===== src/acsp_pkg.sv =====
// Shared constants and types for the converter control and serial port
package acsp_pkg;
	localparam int WORD_W       = 16;
	localparam int CNT_W        = 16;
	localparam int DIV_W        = 8;
	localparam int ADR_W        = 4;
	localparam int CLK_NS       = 25;
	localparam int START_SAMPLE_N_TIME_NS = 10000;
	localparam int RST_TIME_NS  = 1000;
	localparam int MCLK_IDLE_NS = 1000;
	// Least times round up, the idle limit rounds down
	localparam int START_SAMPLE_N_CYC      = (START_SAMPLE_N_TIME_NS + CLK_NS - 1) / CLK_NS;
	localparam int RST_CYC       = (RST_TIME_NS + CLK_NS - 1) / CLK_NS;
	localparam int MCLK_IDLE_CYC = MCLK_IDLE_NS / CLK_NS;
	localparam logic [ADR_W-1:0] STATUS_ADR = 4'h0;
	localparam logic [ADR_W-1:0] RESULT_ADR = 4'h4;
	localparam logic [ADR_W-1:0] CTRL_ADR   = 4'h8;
	localparam logic [DIV_W-1:0] CTRL_RST   = 8'h04;
	localparam int SB_RDY   = 0;
	localparam int SB_BUSY  = 1;
	localparam int SB_ROLE  = 2;
	localparam int SB_SPAN  = 3;
	localparam int SB_DITH  = 4;
	localparam int SB_EXT   = 5;
	localparam int SB_STOP  = 6;
	localparam logic [WORD_W-1:0] MIDSCALE   = 16'h8000;
	localparam logic [WORD_W-1:0] LFSR_SEED  = 16'hACE1;
	localparam logic [WORD_W-1:0] LFSR_TAPS  = 16'hB400;
	localparam logic [WORD_W-1:0] WORD_ZERO  = 16'h0000;

	typedef struct packed {
		logic mclk;
		logic csN;
		logic startN;
		logic sclk;
		logic role;
		logic span;
		logic dither;
	} acsp_pins_t;

	typedef enum logic [1:0] {CV_RESET, CV_IDLE, CV_START_SAMPLE_N} acsp_start_sample_n_t;
endpackage : acsp_pkg


===== src/acsp_sync.sv =====
// Two-flop synchroniser for a group of pin inputs
`timescale 1ns/1ps
module acsp_sync #(
	parameter int           W    = 1,
	// Reset value of each stage, the idle level of its pin
	parameter logic [W-1:0] INIT = '0
) (
	// Clock and reset
	input  wire logic         clk,
	input  wire logic         nrst,
	input  wire logic         ce,
	// Data
	input  wire logic [W-1:0] din,
	output logic      [W-1:0] dout
);
	logic [W-1:0] meta_q;

	genvar i;
	generate
		for (i = 0; i < W; i++) begin : g_bit
			always_ff @(posedge clk or negedge nrst) begin
				if (!nrst) begin
					meta_q[i] <= INIT[i];
					dout[i]   <= INIT[i];
				end else if (ce) begin
					meta_q[i] <= din[i];
					dout[i]   <= meta_q[i];
				end
			end
		end
	endgenerate
endmodule : acsp_sync


===== src/acsp_top.sv =====
// Converter control, result coding and serial output port
//
// What this block does
// - Serial data output floats while port select is high.
// - Role strap high: device is master, drives shift clock and data.
// - Role strap low: device is slave, host supplies the shift clock.
// - Span select high: bipolar span, two's complement result coding.
// - Span select low: unipolar span zero to plus, straight binary coding.
// - Randomize select high dithers words; low leaves plain quantized words.
// - Reset low holds logic; after release ready falls once reset completes.
// - Start low begins conversion; result loads shift register, ready falls.
// - Start still low when ready falls starts the next conversion at once.
// - Master clock pin low selects internal oscillator as clock source.
// - Master clock pin held high stops conversion timing and the master shift clock.
// - A toggling master clock pin replaces the internal oscillator.
// - Word goes out MSB first, next bit on each shift clock rise.
// - Self-clocked shift clock is derived from the active master source.
// - Self-clocked shift clock output floats while port select is high.
// - Ready returns high after all result bits are shifted out.
`timescale 1ns/1ps
module acsp_top
	import acsp_pkg::*;
(
	// Clock, reset, enable
	input  wire logic              clk,
	input  wire logic              nrst,
	input  wire logic              ce,
	// Strap and control pins
	input  wire logic              portRoleSel,
	input  wire logic              spanPolaritySel,
	input  wire logic              ditherSel,
	input  wire logic              startSampleN,
	input  wire logic              mclkPin,
	// Filter result, same clock domain
	input  wire logic [WORD_W-1:0] sampleIn,
	// Serial port pins
	input  wire logic              csN,
	input  wire logic              sclkIn,
	output logic                   sclkOut,
	output logic                   sclkOe,
	output logic                   serialOut,
	output logic                   serialOe,
	output logic                   rdyN,
	// Wishbone slave
	input  wire logic              wb_cyc_i,
	input  wire logic              wb_stb_i,
	input  wire logic              wb_we_i,
	input  wire logic [3:0]        wb_sel_i,
	input  wire logic [ADR_W-1:0]  wb_adr_i,
	input  wire logic [31:0]       wb_dat_i,
	output logic      [31:0]       wb_dat_o,
	output logic                   wb_ack_o
);
	////////////////////////////////////////////////////////////////////////
	acsp_pins_t              pinRaw;
	acsp_pins_t              pinS;
	acsp_start_sample_n_t              convSt_q;
	logic [CNT_W-1:0]        convCnt_q;
	logic [CNT_W-1:0]        idleCnt_q;
	logic                    extClk_q;
	logic                    mclkPrev_q;
	logic                    sclkPrev_q;
	logic                    sclkOut_q;
	logic                    sclkOe_q;
	logic                    serialOe_q;
	logic                    rdyN_q;
	logic [WORD_W-1:0]       shift_q;
	logic [4:0]              bitCnt_q;
	logic [DIV_W-1:0]        divCnt_q;
	logic [DIV_W-1:0]        ctrl_q;
	logic [WORD_W-1:0]       result_q;
	logic [WORD_W-1:0]       lfsr_q;
	logic                    wbAck_q;
	logic [31:0]             wbDat_q;
	logic                    clkStop;
	logic                    tick;
	logic                    loadWord;
	logic                    sscRise;
	logic                    secRise;
	logic                    shiftEdge;
	logic                    sscRun;
	logic [WORD_W-1:0]       codedWord;

	assign pinRaw = '{mclk: mclkPin, csN: csN, startN: startSampleN, sclk: sclkIn,
		role: portRoleSel, span: spanPolaritySel, dither: ditherSel};

	// Synchroniser starts at each pin's idle level, so no false select or start follows reset
	localparam acsp_pins_t PIN_IDLE = '{mclk: 1'b0, csN: 1'b1, startN: 1'b1, sclk: 1'b0,
		role: 1'b0, span: 1'b0, dither: 1'b0};

	acsp_sync #(.W($bits(acsp_pins_t)), .INIT(PIN_IDLE)) u_sync (
		.clk  (clk),
		.nrst (nrst),
		.ce   (ce),
		.din  (pinRaw),
		.dout (pinS)
	);

	////////////////////////////////////////////////////////////////////////
	// Result coding from the offset-binary filter word
	function automatic logic [WORD_W-1:0] code_word(input logic [WORD_W-1:0] raw,
		input logic bipolar, input logic dith, input logic rnd);
		logic [WORD_W-1:0] w;
		if (bipolar) begin
			w = raw ^ MIDSCALE;
		end else if (raw < MIDSCALE) begin
			w = WORD_ZERO;
		end else begin
			w = WORD_W'((raw - MIDSCALE) << 1);
		end
		if (dith) begin
			w[0] = w[0] ^ rnd;
		end
		return w;
	endfunction : code_word

	assign codedWord = code_word(sampleIn, pinS.span, pinS.dither, lfsr_q[0]);

	always_ff @(posedge clk or negedge nrst) begin
		if (!nrst) begin
			lfsr_q <= LFSR_SEED;
		end else if (ce) begin
			lfsr_q <= lfsr_q[0] ? ((lfsr_q >> 1) ^ LFSR_TAPS) : (lfsr_q >> 1);
		end
	end

	////////////////////////////////////////////////////////////////////////
	// Master clock source: static low, toggling, or static high
	always_ff @(posedge clk or negedge nrst) begin
		if (!nrst) begin
			mclkPrev_q <= 1'b0;
			extClk_q   <= 1'b0;
			idleCnt_q  <= '0;
		end else if (ce) begin
			mclkPrev_q <= pinS.mclk;
			if (pinS.mclk != mclkPrev_q) begin
				extClk_q  <= 1'b1;
				idleCnt_q <= '0;
			end else if (idleCnt_q == CNT_W'(MCLK_IDLE_CYC)) begin
				extClk_q <= 1'b0;
			end else begin
				idleCnt_q <= idleCnt_q + 1'b1;
			end
		end
	end

	// A slow external clock counts as static once it idles past the limit
	assign clkStop = !extClk_q && pinS.mclk;
	always_comb begin
		if (extClk_q) begin
			tick = pinS.mclk && !mclkPrev_q;
		end else begin
			tick = !pinS.mclk;
		end
	end

	////////////////////////////////////////////////////////////////////////
	// Reset sequence and conversion timing
	always_ff @(posedge clk or negedge nrst) begin
		if (!nrst) begin
			convSt_q  <= CV_RESET;
			convCnt_q <= '0;
		end else if (ce) begin
			unique case (convSt_q)
				CV_RESET: begin
					if (convCnt_q == CNT_W'(RST_CYC - 1)) begin
						convSt_q  <= CV_IDLE;
						convCnt_q <= '0;
					end else begin
						convCnt_q <= convCnt_q + 1'b1;
					end
				end
				CV_IDLE: begin
					if (!pinS.startN && tick) begin
						convSt_q  <= CV_START_SAMPLE_N;
						convCnt_q <= '0;
					end
				end
				CV_START_SAMPLE_N: begin
					if (tick) begin
						if (convCnt_q == CNT_W'(START_SAMPLE_N_CYC - 1)) begin
							convCnt_q <= '0;
							convSt_q  <= pinS.startN ? CV_IDLE : CV_START_SAMPLE_N;
						end else begin
							convCnt_q <= convCnt_q + 1'b1;
						end
					end
				end
			endcase
		end
	end

	assign loadWord = (convSt_q == CV_RESET && convCnt_q == CNT_W'(RST_CYC - 1))
		|| (convSt_q == CV_START_SAMPLE_N && tick && convCnt_q == CNT_W'(START_SAMPLE_N_CYC - 1));

	////////////////////////////////////////////////////////////////////////
	// Shift clock generation in master mode, from the active source
	// Clocking waits for both enables, so the first bit stands on the line before the first rise
	assign sscRun  = pinS.role && !pinS.csN && sclkOe_q && serialOe_q && !rdyN_q;
	assign sscRise = sscRun && tick && (divCnt_q == ctrl_q) && !sclkOut_q;
	assign secRise = !pinS.role && pinS.sclk && !sclkPrev_q;
	assign shiftEdge = !pinS.csN && (pinS.role ? sscRise : secRise);

	always_ff @(posedge clk or negedge nrst) begin
		if (!nrst) begin
			divCnt_q   <= '0;
			sclkOut_q  <= 1'b0;
			sclkPrev_q <= 1'b0;
		end else if (ce) begin
			sclkPrev_q <= pinS.sclk;
			if (!sscRun || loadWord) begin
				divCnt_q  <= '0;
				sclkOut_q <= 1'b0;
			end else if (tick) begin
				if (divCnt_q == ctrl_q) begin
					divCnt_q  <= '0;
					sclkOut_q <= !sclkOut_q;
				end else begin
					divCnt_q <= divCnt_q + 1'b1;
				end
			end
		end
	end

	// Enables are registered, so a select change shows one cycle later
	always_ff @(posedge clk or negedge nrst) begin
		if (!nrst) begin
			sclkOe_q   <= 1'b0;
			serialOe_q <= 1'b0;
		end else if (ce) begin
			sclkOe_q   <= pinS.role && !pinS.csN;
			serialOe_q <= !pinS.csN;
		end
	end

	////////////////////////////////////////////////////////////////////////
	// Output shift register and ready flag
	always_ff @(posedge clk or negedge nrst) begin
		if (!nrst) begin
			shift_q  <= '0;
			bitCnt_q <= '0;
			rdyN_q   <= 1'b1;
			result_q <= '0;
		end else if (ce) begin
			if (loadWord) begin
				shift_q  <= codedWord;
				result_q <= codedWord;
				bitCnt_q <= '0;
				rdyN_q   <= 1'b0;
			end else if (shiftEdge && !rdyN_q) begin
				shift_q  <= shift_q << 1;
				bitCnt_q <= bitCnt_q + 1'b1;
				if (bitCnt_q == 5'(WORD_W - 1)) begin
					rdyN_q <= 1'b1;
				end
			end
		end
	end

	////////////////////////////////////////////////////////////////////////
	// Wishbone slave, one wait state, unmapped reads return zero
	always_ff @(posedge clk or negedge nrst) begin
		if (!nrst) begin
			wbAck_q <= 1'b0;
			wbDat_q <= '0;
			ctrl_q  <= CTRL_RST;
		end else if (ce) begin
			wbAck_q <= wb_cyc_i && wb_stb_i && !wbAck_q;
			wbDat_q <= '0;
			if (wb_cyc_i && wb_stb_i && !wbAck_q) begin
				if (wb_we_i && wb_adr_i == CTRL_ADR && wb_sel_i[0]) begin
					ctrl_q <= wb_dat_i[DIV_W-1:0];
				end
				unique case (wb_adr_i)
					STATUS_ADR: begin
						wbDat_q[SB_RDY]  <= rdyN_q;
						wbDat_q[SB_BUSY] <= convSt_q == CV_START_SAMPLE_N;
						wbDat_q[SB_ROLE] <= pinS.role;
						wbDat_q[SB_SPAN] <= pinS.span;
						wbDat_q[SB_DITH] <= pinS.dither;
						wbDat_q[SB_EXT]  <= extClk_q;
						wbDat_q[SB_STOP] <= clkStop;
					end
					RESULT_ADR: wbDat_q[WORD_W-1:0] <= result_q;
					CTRL_ADR: wbDat_q[DIV_W-1:0] <= ctrl_q;
					default: wbDat_q <= '0;
				endcase
			end
		end
	end

	assign sclkOut   = sclkOut_q;
	assign sclkOe    = sclkOe_q;
	assign serialOut = shift_q[WORD_W-1];
	assign serialOe  = serialOe_q;
	assign rdyN      = rdyN_q;
	assign wb_dat_o  = wbDat_q;
	assign wb_ack_o  = wbAck_q;
endmodule : acsp_top


===== config.mk =====
export PLATFORM = sky130hd
export DESIGN_NAME = acsp_top
export DESIGN_NICKNAME = d
export VERILOG_FILES = /design/src/acsp_pkg.sv /design/src/acsp_sync.sv /design/src/acsp_top.sv
export SDC_FILE = /design/constraint.sdc
export NUM_CORES = 1
export LEC_CHECK = 0
export ABC_CLOCK_PERIOD_IN_PS = 4019
export BUFFER_PORTS_ARGS = -buffer_cell sky130_fd_sc_hd__buf_4
export CAP_MARGIN = 25
export CORE_MARGIN = 1
export CORE_UTILIZATION = 30
export DETAILED_ROUTE_END_ITERATION = 12
export PLACE_DENSITY = 0.6
export SETUP_SLACK_MARGIN = 0.1
export SYNTH_ARGS = -nofsm -noshare
export SYNTH_HDL_FRONTEND = slang
export SYNTH_SLANG_ARGS = --single-unit

===== constraint.sdc =====
create_clock -name clk -period 4.02 [get_ports clk]
set_clock_uncertainty 0.05 [all_clocks]
set_input_delay 0 -clock clk [delete_from_list [all_inputs] [get_ports clk]]
set_output_delay 0 -clock clk [all_outputs]
set_load 0.03 [all_outputs]

==> run_results.csv, run 1 <==
group,metric,value,unit
placement,dp_hpwl,10390,µm
yosys,synth-seq-cells,141,
global_route,grt_max_degree,104,
hold_path,hold_depth,5,
drt,vias,5230,
floorplan,dieHeight,153.1,µm
hold_path,hp-class,"in2reg",
sta,tns,0,ns
flow_run,max-cap-violations,0,
yosys,yosys.area.top_type,"dfrtp_1",
worst_setup_path,cpMostUsedCell,"nand2_1",
clock_tree,cts_resized,0,
status,status,"complete, no violations",
floorplan,ios,107,
worst_setup_path,cp_slowest_cell,"nand2_1",
global_route,antenna_found_initial,0,
final_layout,antennaDiodeCount,0,
final_layout,drive_above_1_share,0.2043,
yosys,syn-instance-count,678,
power,powerDensity,467.7,mW/mm²
worst_setup_path,slowest_delay,0.63,ns
floorplan,row_count,54,
final_layout,final_common_cell,"dfrtp_1",
yosys,ys_warn_count,0,
worst_setup_path,required,4.23,ns
yosys,seq_area_frac_synth,0.5178,
final_layout,areaGrowthSynthToFinish,26.58,%
sta,fin_crit_sh,0.7029,
worst_setup_path,cp-start-kind,"register",
sta,setup_viol,0,
sta,max_freq,0.3539,GHz
drt,drtIter0Drc,272,
worst_setup_path,cp.arrival,3.04,ns
drt,viasPerCell,4.874,
drt,routedWlPerCell,14.33,µm
hold_path,holdPathEnd,"result_q[14]$_DFFE_PN0P_",
worst_setup_path,path_cells,"or4b_4, or2_4, a21oi_1, nand2_1, nand2_1, o21ai_0",
final_layout,fin_nets,859,
yosys,synth_area,0.006848,mm²
clock_tree,cts-root-buf,"clkbuf_16",
drt,finalWirelength,15380,µm
power,ir_drop,0.2483,mV
clock_tree,path_clk_slew,0.06,ns
sta,timing.final.max_slew_violations,0,
yosys,syn_avg_cell_area,10.10,µm²
sta,fin_crit,2.826,ns
drt,drc,0,
final_layout,layout_common_cells,"127 x dfrtp_1, 70 x nand2_1, 67 x buf_4",
clock_tree,clock_latency,0.42,ns
global_route,grt_pass1_wl,26080,µm
floorplan,start_util,0.3099,
clock_tree,cts_tree,"done",
placement,port_buffers,63,
sta,hold_viol,0,
clock_tree,cts.sinks,141,
worst_setup_path,end_kind,"register",
worst_setup_path,worstPathMaxFanout,33,
sta,grt_setup_unrepaired,"no",
yosys,synthArstFlopShare,1.000,
global_route,grt_usage,0.1400,
power,fin_total_pwr,4.054,mW
global_route,grt_pass1_vias,5063,
power,p_leak,3.754,nW
clock_tree,cts_buffers,17,
worst_setup_path,rr_startpoint,"convCnt_q[7]$_DFFE_PN0P_",
worst_setup_path,r2r.worst_path.cells,6,
yosys,ys.flop_type,"dfrtp_1",
drt,postRouteAntennaNets,0,
yosys,synthTopCellsByArea,"dfrtp_1 46%, mux2_2 6.2%, dfstp_2 5.4%, o21ai_0 4.5%, nand2_1 3.8%",
floorplan,dieArea,0.02343,mm²
global_route,overflow,0,
placement,gp_congestion,0.7765,
yosys,synth-edff-count,0,
clock_tree,cts_max_path_buffers,2,
floorplan,die_x,153.1,µm
floorplan,coreArea,0.02209,mm²
worst_setup_path,regToRegSetupSlack,1.19,ns
worst_setup_path,r2r_end,"result_q[10]$_DFFE_PN0P_",
worst_setup_path,crit_type,"reg2reg",
drt,firstDrtPassIters,5,
yosys,synth_top_area_frac,0.4641,
sta,tightest_slew,0.9125,ns
hold_path,hold_start,"sampleIn[15]",
sta,relSlewSlack,0.3902,
yosys,ys_types,53,
clock_tree,cts_htree_levels,4,
[where the power goes]
part | internal, mW | switching, mW
clock network | 1.10 | 0.594
registers | 1.62 | 0.153
logic | 0.291 | 0.289
[synthesized netlist by cell type (2+ instances only)]
| cell | count |
|---|---|
| and2_1 | 2 |
| ha_1 | 10 |
| dfrtp_1 | 127 |
| xor2_1 | 10 |
| or4_1 | 7 |
| a21oi_1 | 46 |
| inv_1 | 15 |
| dfstp_2 | 14 |
| clkbuf_1 | 26 |
| a21o_1 | 2 |
| nand3b_1 | 2 |
| nor3_1 | 9 |
| nor2b_1 | 4 |
| or2_2 | 2 |
| buf_4 | 16 |
| mux2_2 | 38 |
| buf_6 | 2 |
| nand3_1 | 28 |
| xnor2_1 | 19 |
| a22o_1 | 14 |
| o21ai_0 | 62 |
| a221o_1 | 2 |
| nor4_1 | 3 |
| mux2i_1 | 7 |
| buf_1 | 4 |
| nand2_1 | 70 |
| and3_1 | 6 |
| nand2b_1 | 5 |
| or3_1 | 10 |
| nor2_1 | 58 |
| o2bb2ai_1 | 9 |
| a22oi_1 | 13 |
| nand4_1 | 16 |
[worst max-delay path, delay by kind of cell, from the launching register on]
kind	cells	cell delay (ns)
and+or+nand+nor	4	1.70
AOI/OAI and AO/OA	2	0.46
DFF	1	0.45
[area by class of cell]
type	count	area, µm²
clock buffer	22	484.2
clock inverter	10	160.2
fill	2141	13430
inverter	16	60.06
multi-input combinational	488	3055
sequential	141	3546
tap	280	350.3
timing repair buffer	116	1012
[how the worst max path moves through the flow]
stage | startpoint | end | slack, ns | cells after the start
after floorplan | convCnt_q[7]$_DFFE_PN0P_ | divCnt_q[3]$_DFFE_PN0P_ | 1.68 | 8
after CTS | convCnt_q[7]$_DFFE_PN0P_ | result_q[1]$_DFFE_PN0P_ | 1.18 | 6
after detailed placement | convCnt_q[7]$_DFFE_PN0P_ | result_q[1]$_DFFE_PN0P_ | 1.20 | 6
final | convCnt_q[7]$_DFFE_PN0P_ | result_q[10]$_DFFE_PN0P_ | 1.19 | 6
after global routing | convCnt_q[7]$_DFFE_PN0P_ | result_q[10]$_DFFE_PN0P_ | 0.83 | 6
after global placement | convCnt_q[7]$_DFFE_PN0P_ | result_q[0]$_DFFE_PN0P_ | 1.20 | 6
[registers in the layout (all words and copies together) (netlist names), 5 cells and up]
name	count
u_sync.dout	7
shift_q	16
lfsr_q	16
bitCnt_q	5
result_q	16
idleCnt_q	16
convCnt_q	16
u_sync.meta_q	7
ctrl_q	8
wb_dat_o	16
divCnt_q	8
[kinds of logic (layout without fill, tap and decap cells)]
logic type	count (synthesis)	after routing	share of synthesized area
adder cells (fa/ha/maj)	10	10	0.01827
multiplexers	45	45	0.07272
buffers and inverters	64	164	0.04604
AO/OA/AOI/OAI	155	155	0.1401
other	1	16	0.0005476
XOR/XNOR	29	29	0.03709
flip-flops	141	141	0.5178
AND/OR/NAND/NOR	233	233	0.1674
[through the flow]
step	std cells	hold WS, ns	util	cell area [µm²]	worst slack (ns)
after floorplan	693	-0.3456	-	6904	1.678
after global placement	993	0.1349	0.3406	7526	1.204
after detailed placement	993	0.1267	0.3406	7526	1.199
after CTS	1071	0.006873	0.3906	8631	1.179
after global routing	1073	0.02103	0.3923	8668	0.8322
final	1073	0.02363	0.3923	8668	1.194
[per-layer routing]
| metal | up-vias | routed length [µm] | global-route usage |
|---|---|---|---|
| met2 | 90 | 6981 | 0.2133 |
| met1 | 2550 | 7752 | 0.1980 |
| li1 | 2576 | - | - |
| met4 | 0 | 176 | 0.04425 |
| met3 | 14 | 468 | 0.02920 |
| met5 | - | 0 | 0 |
[repair_timing]
| action | CTS | global route |
|---|---|---|
| hold buffers | 46 | 1 |
| buffers inserted | 0 | 0 |
| endpoints found under the hold margin | 132 | 2 |
Note: power is estimated with default switching activity, not from simulation.
==> run 2: changes to the inputs <==
- ABC_CLOCK_PERIOD_IN_PS: 4019 -> 2900
- clock period: 4.02 -> 2.9 ns (I/O delays scaled with it)
==> run_results.csv, run 2 (synthesis results as in run 1) <==
group,metric,value,unit
status,status,"complete, no violations",
floorplan,row_count,54,
power,powerDensity,618.5,mW/mm²
sta,relSlewSlack,0.5029,
final_layout,fin_nets,867,
placement,gp_congestion,0.7805,
global_route,grt_pass1_wl,26250,µm
clock_tree,cts_max_path_buffers,2,
worst_setup_path,r2r_end,"divCnt_q[4]$_DFFE_PN0P_",
global_route,grt_usage,0.1418,
power,ir_drop,0.3650,mV
floorplan,dieHeight,153.1,µm
power,p_leak,3.744,nW
sta,max_freq,0.4026,GHz
hold_path,hp-class,"in2reg",
clock_tree,path_clk_slew,0.05,ns
hold_path,holdPathEnd,"shift_q[13]$_DFFE_PN0P_",
worst_setup_path,crit_type,"reg2reg",
final_layout,stdcell_area,0.008627,mm²
global_route,antenna_found_initial,0,
worst_setup_path,regToRegSetupSlack,0.42,ns
drt,finalWirelength,15740,µm
final_layout,layout_common_cells,"127 x dfrtp_1, 77 x buf_4, 70 x nand2_1",
worst_setup_path,worstPathMaxFanout,11,
worst_setup_path,cp_slowest_cell,"or4b_4",
floorplan,ios,107,
clock_tree,cts_htree_levels,4,
drt,vias,5239,
worst_setup_path,cp.arrival,2.74,ns
drt,viasPerCell,4.846,
global_route,overflow,0,
final_layout,finish.utilization,0.3905,
worst_setup_path,r2r.worst_path.cells,5,
hold_path,hold_depth,5,
floorplan,die_x,153.1,µm
clock_tree,cts_tree,"done",
drt,routedWlPerCell,14.56,µm
sta,setup_viol,0,
drt,firstDrtPassIters,5,
sta,tightest_slew,0.7432,ns
placement,port_buffers,63,
power,fin_total_pwr,5.336,mW
final_layout,finalNonFillerCells,1081,
final_layout,areaGrowthSynthToFinish,25.98,%
clock_tree,cts.sinks,141,
floorplan,start_util,0.3099,
worst_setup_path,path_cells,"or4b_4, or2_4, o211ai_2, nand2_1, a221o_1",
global_route,grt_max_degree,70,
clock_tree,cts_buffers,17,
worst_setup_path,cp-start-kind,"register",
worst_setup_path,rr_startpoint,"convCnt_q[7]$_DFFE_PN0P_",
floorplan,dieArea,0.02343,mm²
placement,dp_hpwl,10810,µm
sta,fin_crit,2.484,ns
sta,tns,0,ns
sta,hold_viol,0,
final_layout,antennaDiodeCount,0,
final_layout,drive_above_1_share,0.2097,
worst_setup_path,slowest_delay,0.58,ns
flow_run,max-cap-violations,0,
drt,postRouteAntennaNets,0,
placement,place_inst,1003,
sta,grt_setup_unrepaired,"no",
clock_tree,cts-root-buf,"clkbuf_16",
drt,drc,0,
worst_setup_path,required,3.15,ns
global_route,grt_pass1_vias,5070,
floorplan,coreArea,0.02209,mm²
drt,drtIter0Drc,286,
worst_setup_path,end_kind,"register",
clock_tree,clock_latency,0.43,ns
final_layout,final_common_cell,"dfrtp_1",
sta,timing.final.max_slew_violations,0,
placement,placed_area,0.007601,mm²
hold_path,hold_start,"sampleIn[13]",
sta,fin_crit_sh,0.8565,
run 2: cell type report:
class                           instances  area, µm²
Clock inverter                          4      28.78
Clock buffer                           28      536.8
Sequential cell                       141       3546
Timing Repair Buffer                  124       1050
Inverter                               16      60.06
Fill cell                            2154      13470
Tap cell                              280      350.3
Multi-Input combinational cell        488       3055
run 2: timing repair:
item | CTS | global route
setup endpoints to repair | 0 | 0
setup buffers | 0 | 0
hold endpoints to repair | 111 | 0
gates resized for setup | 0 | 0
hold buffers | 46 | 0
run 2: report_power, final:
part | internal, mW | total [mW] | switching (mW)
sequential | 2.25 | 2.47 | 0.215
clock | 1.25 | 2.06 | 0.802
combinational | 0.405 | 0.814 | 0.409
total | 3.91 | 5.34 | 1.43
run 2: stage by stage:
step | setup slack, ns | hold slack (ns)
final | 0.4163 | 0.04137
after CTS | 0.4105 | 0.03169
after global placement | 0.4459 | 0.01002
after global routing | 0.2475 | 0.06011
after detailed placement | 0.4227 | 0.005947
after floorplan | 0.5580 | -0.3456
run 2: critical path, delay by kind of cell (launching register included):
| family | cells | cell delay [ns] |
|---|---|---|
| compound gates | 2 | 0.70 |
| flops | 1 | 0.45 |
| simple gates | 3 | 1.16 |
run 2: per-layer routing:
metal	share of wire	vias to the layer above	global-route usage	wire, µm
met5	0	-	0	0
met4	0.016	0	0.04906	255
met3	0.032	17	0.03459	509
met2	0.45	94	0.2133	7095
met1	0.50	2528	0.1980	7880
li1	-	2600	-	-
run 2: worst max path at each step:
stage          slack, ns                startpoint  cells past startpoint                        to
3_3_place_gp        0.45  convCnt_q[7]$_DFFE_PN0P_                      5   divCnt_q[3]$_DFFE_PN0P_
3_5_place_dp        0.42  convCnt_q[7]$_DFFE_PN0P_                      5   divCnt_q[3]$_DFFE_PN0P_
6_report            0.42  convCnt_q[7]$_DFFE_PN0P_                      5   divCnt_q[4]$_DFFE_PN0P_
4_1_cts             0.41  convCnt_q[7]$_DFFE_PN0P_                      5   divCnt_q[4]$_DFFE_PN0P_
2_1_floorplan       0.56  convCnt_q[7]$_DFFE_PN0P_                      8   divCnt_q[3]$_DFFE_PN0P_
5_1_grt             0.25    mclkPrev_q$_DFFE_PN0P_                      8  convCnt_q[4]$_DFFE_PN0P_
==> run 3: changes to the inputs <==
--- a/config.mk
+++ b/config.mk
@@ -10,7 +10,7 @@
 export CAP_MARGIN = 25
 export CORE_MARGIN = 1
-export CORE_UTILIZATION = 30
+export CORE_UTILIZATION = 50
 export DETAILED_ROUTE_END_ITERATION = 12
-export PLACE_DENSITY = 0.6
+export PLACE_DENSITY = 0.84
 export SETUP_SLACK_MARGIN = 0.1
 export SYNTH_ARGS = -nofsm -noshare
==> constraint.sdc (replaced) <==
create_clock -name clk -period 2.9 [get_ports clk]
set_clock_uncertainty 0.05 [all_clocks]
set_input_delay 0.29 -clock clk [delete_from_list [all_inputs] [get_ports clk]]
set_output_delay 0.29 -clock clk [all_outputs]
set_load 0.03 [all_outputs]
==> run_results.csv, run 3 (synthesis results as in run 1) <==
group,metric,value,unit
sta,grt_setup_unrepaired,"no",
sta,tns,0,ns
floorplan,dieHeight,119.0,µm
drt,drtIter0Drc,465,
floorplan,die_x,119.0,µm
final_layout,antennaDiodeCount,0,
hold_path,hp-class,"in2reg",
final_layout,stdcell_area,0.008029,mm²
worst_setup_path,worstPathMaxFanout,11,
global_route,antenna_found_initial,0,
floorplan,coreArea,0.01330,mm²
drt,routedWlPerCell,15.52,µm
worst_setup_path,end_kind,"register",
sta,setup_slack,0.4292,ns
sta,max_freq,0.4047,GHz
clock_tree,cts_htree_levels,4,
clock_tree,cts-root-buf,"clkbuf_16",
sta,hold_viol,0,
sta,fin_crit,2.471,ns
worst_setup_path,slowest_delay,0.58,ns
clock_tree,clock_latency,0.42,ns
worst_setup_path,cp.arrival,2.72,ns
floorplan,dieArea,0.01417,mm²
sta,setup_viol,0,
drt,finalWirelength,14420,µm
sta,fin_crit_sh,0.8520,
power,fin_total_pwr,5.285,mW
placement,dp_slack,0.4543,ns
floorplan,ios,107,
clock_tree,cts_max_path_buffers,2,
final_layout,drive_above_1_share,0.2205,
global_route,grt_usage,0.2221,
placement,gp_congestion,0.8408,
placement,placed_area,0.007453,mm²
global_route,grt_pass1_vias,4996,
drt,firstDrtPassIters,5,
global_route,overflow,0,
floorplan,row_count,42,
clock_tree,cts_tree,"done",
power,p_leak,3.565,nW
drt,drc,0,
final_layout,final_common_cell,"dfrtp_1",
clock_tree,cts_setup_buffers,0,
final_layout,areaGrowthSynthToFinish,17.25,%
power,ir_drop,0.4525,mV
drt,vias,5175,
power,powerDensity,658.2,mW/mm²
clock_tree,path_clk_slew,0.06,ns
worst_setup_path,crit_type,"reg2reg",
status,status,"complete, no violations",
flow_run,max-cap-violations,0,
clock_tree,cts.sinks,141,
worst_setup_path,required,3.15,ns
drt,viasPerCell,5.571,
placement,place_inst,896,
worst_setup_path,cp.buffers_inverters,0,
placement,dp_hpwl,9876,µm
worst_setup_path,cp_slowest_cell,"or4b_4",
clock_tree,cts_buffers,17,
final_layout,layout_common_cells,"127 x dfrtp_1, 73 x buf_4, 70 x nand2_1",
final_layout,fin_nets,819,
global_route,grt_max_degree,65,
placement,port_buffers,63,
global_route,grt_pass1_wl,24690,µm
drt,postRouteAntennaNets,0,
floorplan,start_util,0.5151,
final_layout,finalNonFillerCells,929,
worst_setup_path,worst_path_dominant_cell_family,"simple AND/OR/NAND/NOR gates",
worst_setup_path,path_cells,"or4b_4, or2_4, o211ai_2, nand2_1, a221o_1",
sta,timing.final.max_slew_violations,0,
worst_setup_path,cp-start-kind,"register",
sta,tightest_slew,0.6010,ns
sta,relSlewSlack,0.5993,
-- run 3: cell count changes in the layout (fill, tap and decap cells not counted), sizes merged --
| cell | before | now |
|---|---|---|
| buf | 78 | 75 |
| bufinv | 0 | 1 |
| clkbuf | 28 | 25 |
| clkinv | 3 | 7 |
| clkinvlp | 2 | 0 |
| dlygate4sd3 | 46 | 1 |
-- run 3: per-stage QoR --
| stage | hold slack [ns] | util |
|---|---|---|
| final | 0.05113 | 0.6039 |
| after floorplan | -0.05559 | - |
| after CTS | 0.03959 | 0.6039 |
| after detailed placement | 0.2336 | 0.5606 |
| after global routing | 0.04421 | 0.6039 |
| after global placement | 0.2253 | 0.5606 |
-- run 3: final cells by class --
type | count | area (µm²)
clock buffers | 25 | 505.5
clock inverters | 7 | 60.06
fillers | 1079 | 5266
inverters | 16 | 60.06
multi-input cells | 488 | 3048
flip-flops and latches | 141 | 3546
well taps | 176 | 220.2
repair buffers | 76 | 589.3
-- run 3: path summary, 6_finish.rpt --
kind | startpoint | endpoint | slack, ns | depth (start not counted)
worst max-delay path | convCnt_q[7]$_DFFE_PN0P_ | divCnt_q[3]$_DFFE_PN0P_ | 0.43 | 5
worst min-delay path | spanPolaritySel | u_sync.meta_q[1]$_DFFE_PN0P_ | 0.05 | 2
worst max register to register | convCnt_q[7]$_DFFE_PN0P_ | divCnt_q[3]$_DFFE_PN0P_ | 0.43 | 5
worst min register to register | shift_q[15]$_DFFE_PN0P_ | shift_q[15]$_DFFE_PN0P_ | 0.43 | 2
max in group asynchronous | nrst | ctrl_q[2]$_DFFE_PN1P_ | 1.69 | 3
min in group asynchronous | nrst | convCnt_q[9]$_DFFE_PN0P_ | 0.35 | 2
-- run 3: what timing repair did --
| action | in CTS | in global routing |
|---|---|---|
| endpoints found under the hold margin | 41 | 0 |
| resized for setup | 0 | 0 |
| hold buffers | 1 | 0 |
-- run 3: power by group --
group          switching [mW]  internal [mW]  total, mW
clock network           0.780           1.28       2.06
logic                   0.393          0.355      0.748
registers               0.221           2.25       2.47
-- run 3: routing by layer --
layer,track usage,wire [µm]
met1,0.3030,6684
met2,0.3456,6821
met3,0.05316,701
met4,0.07911,209
met5,0,0
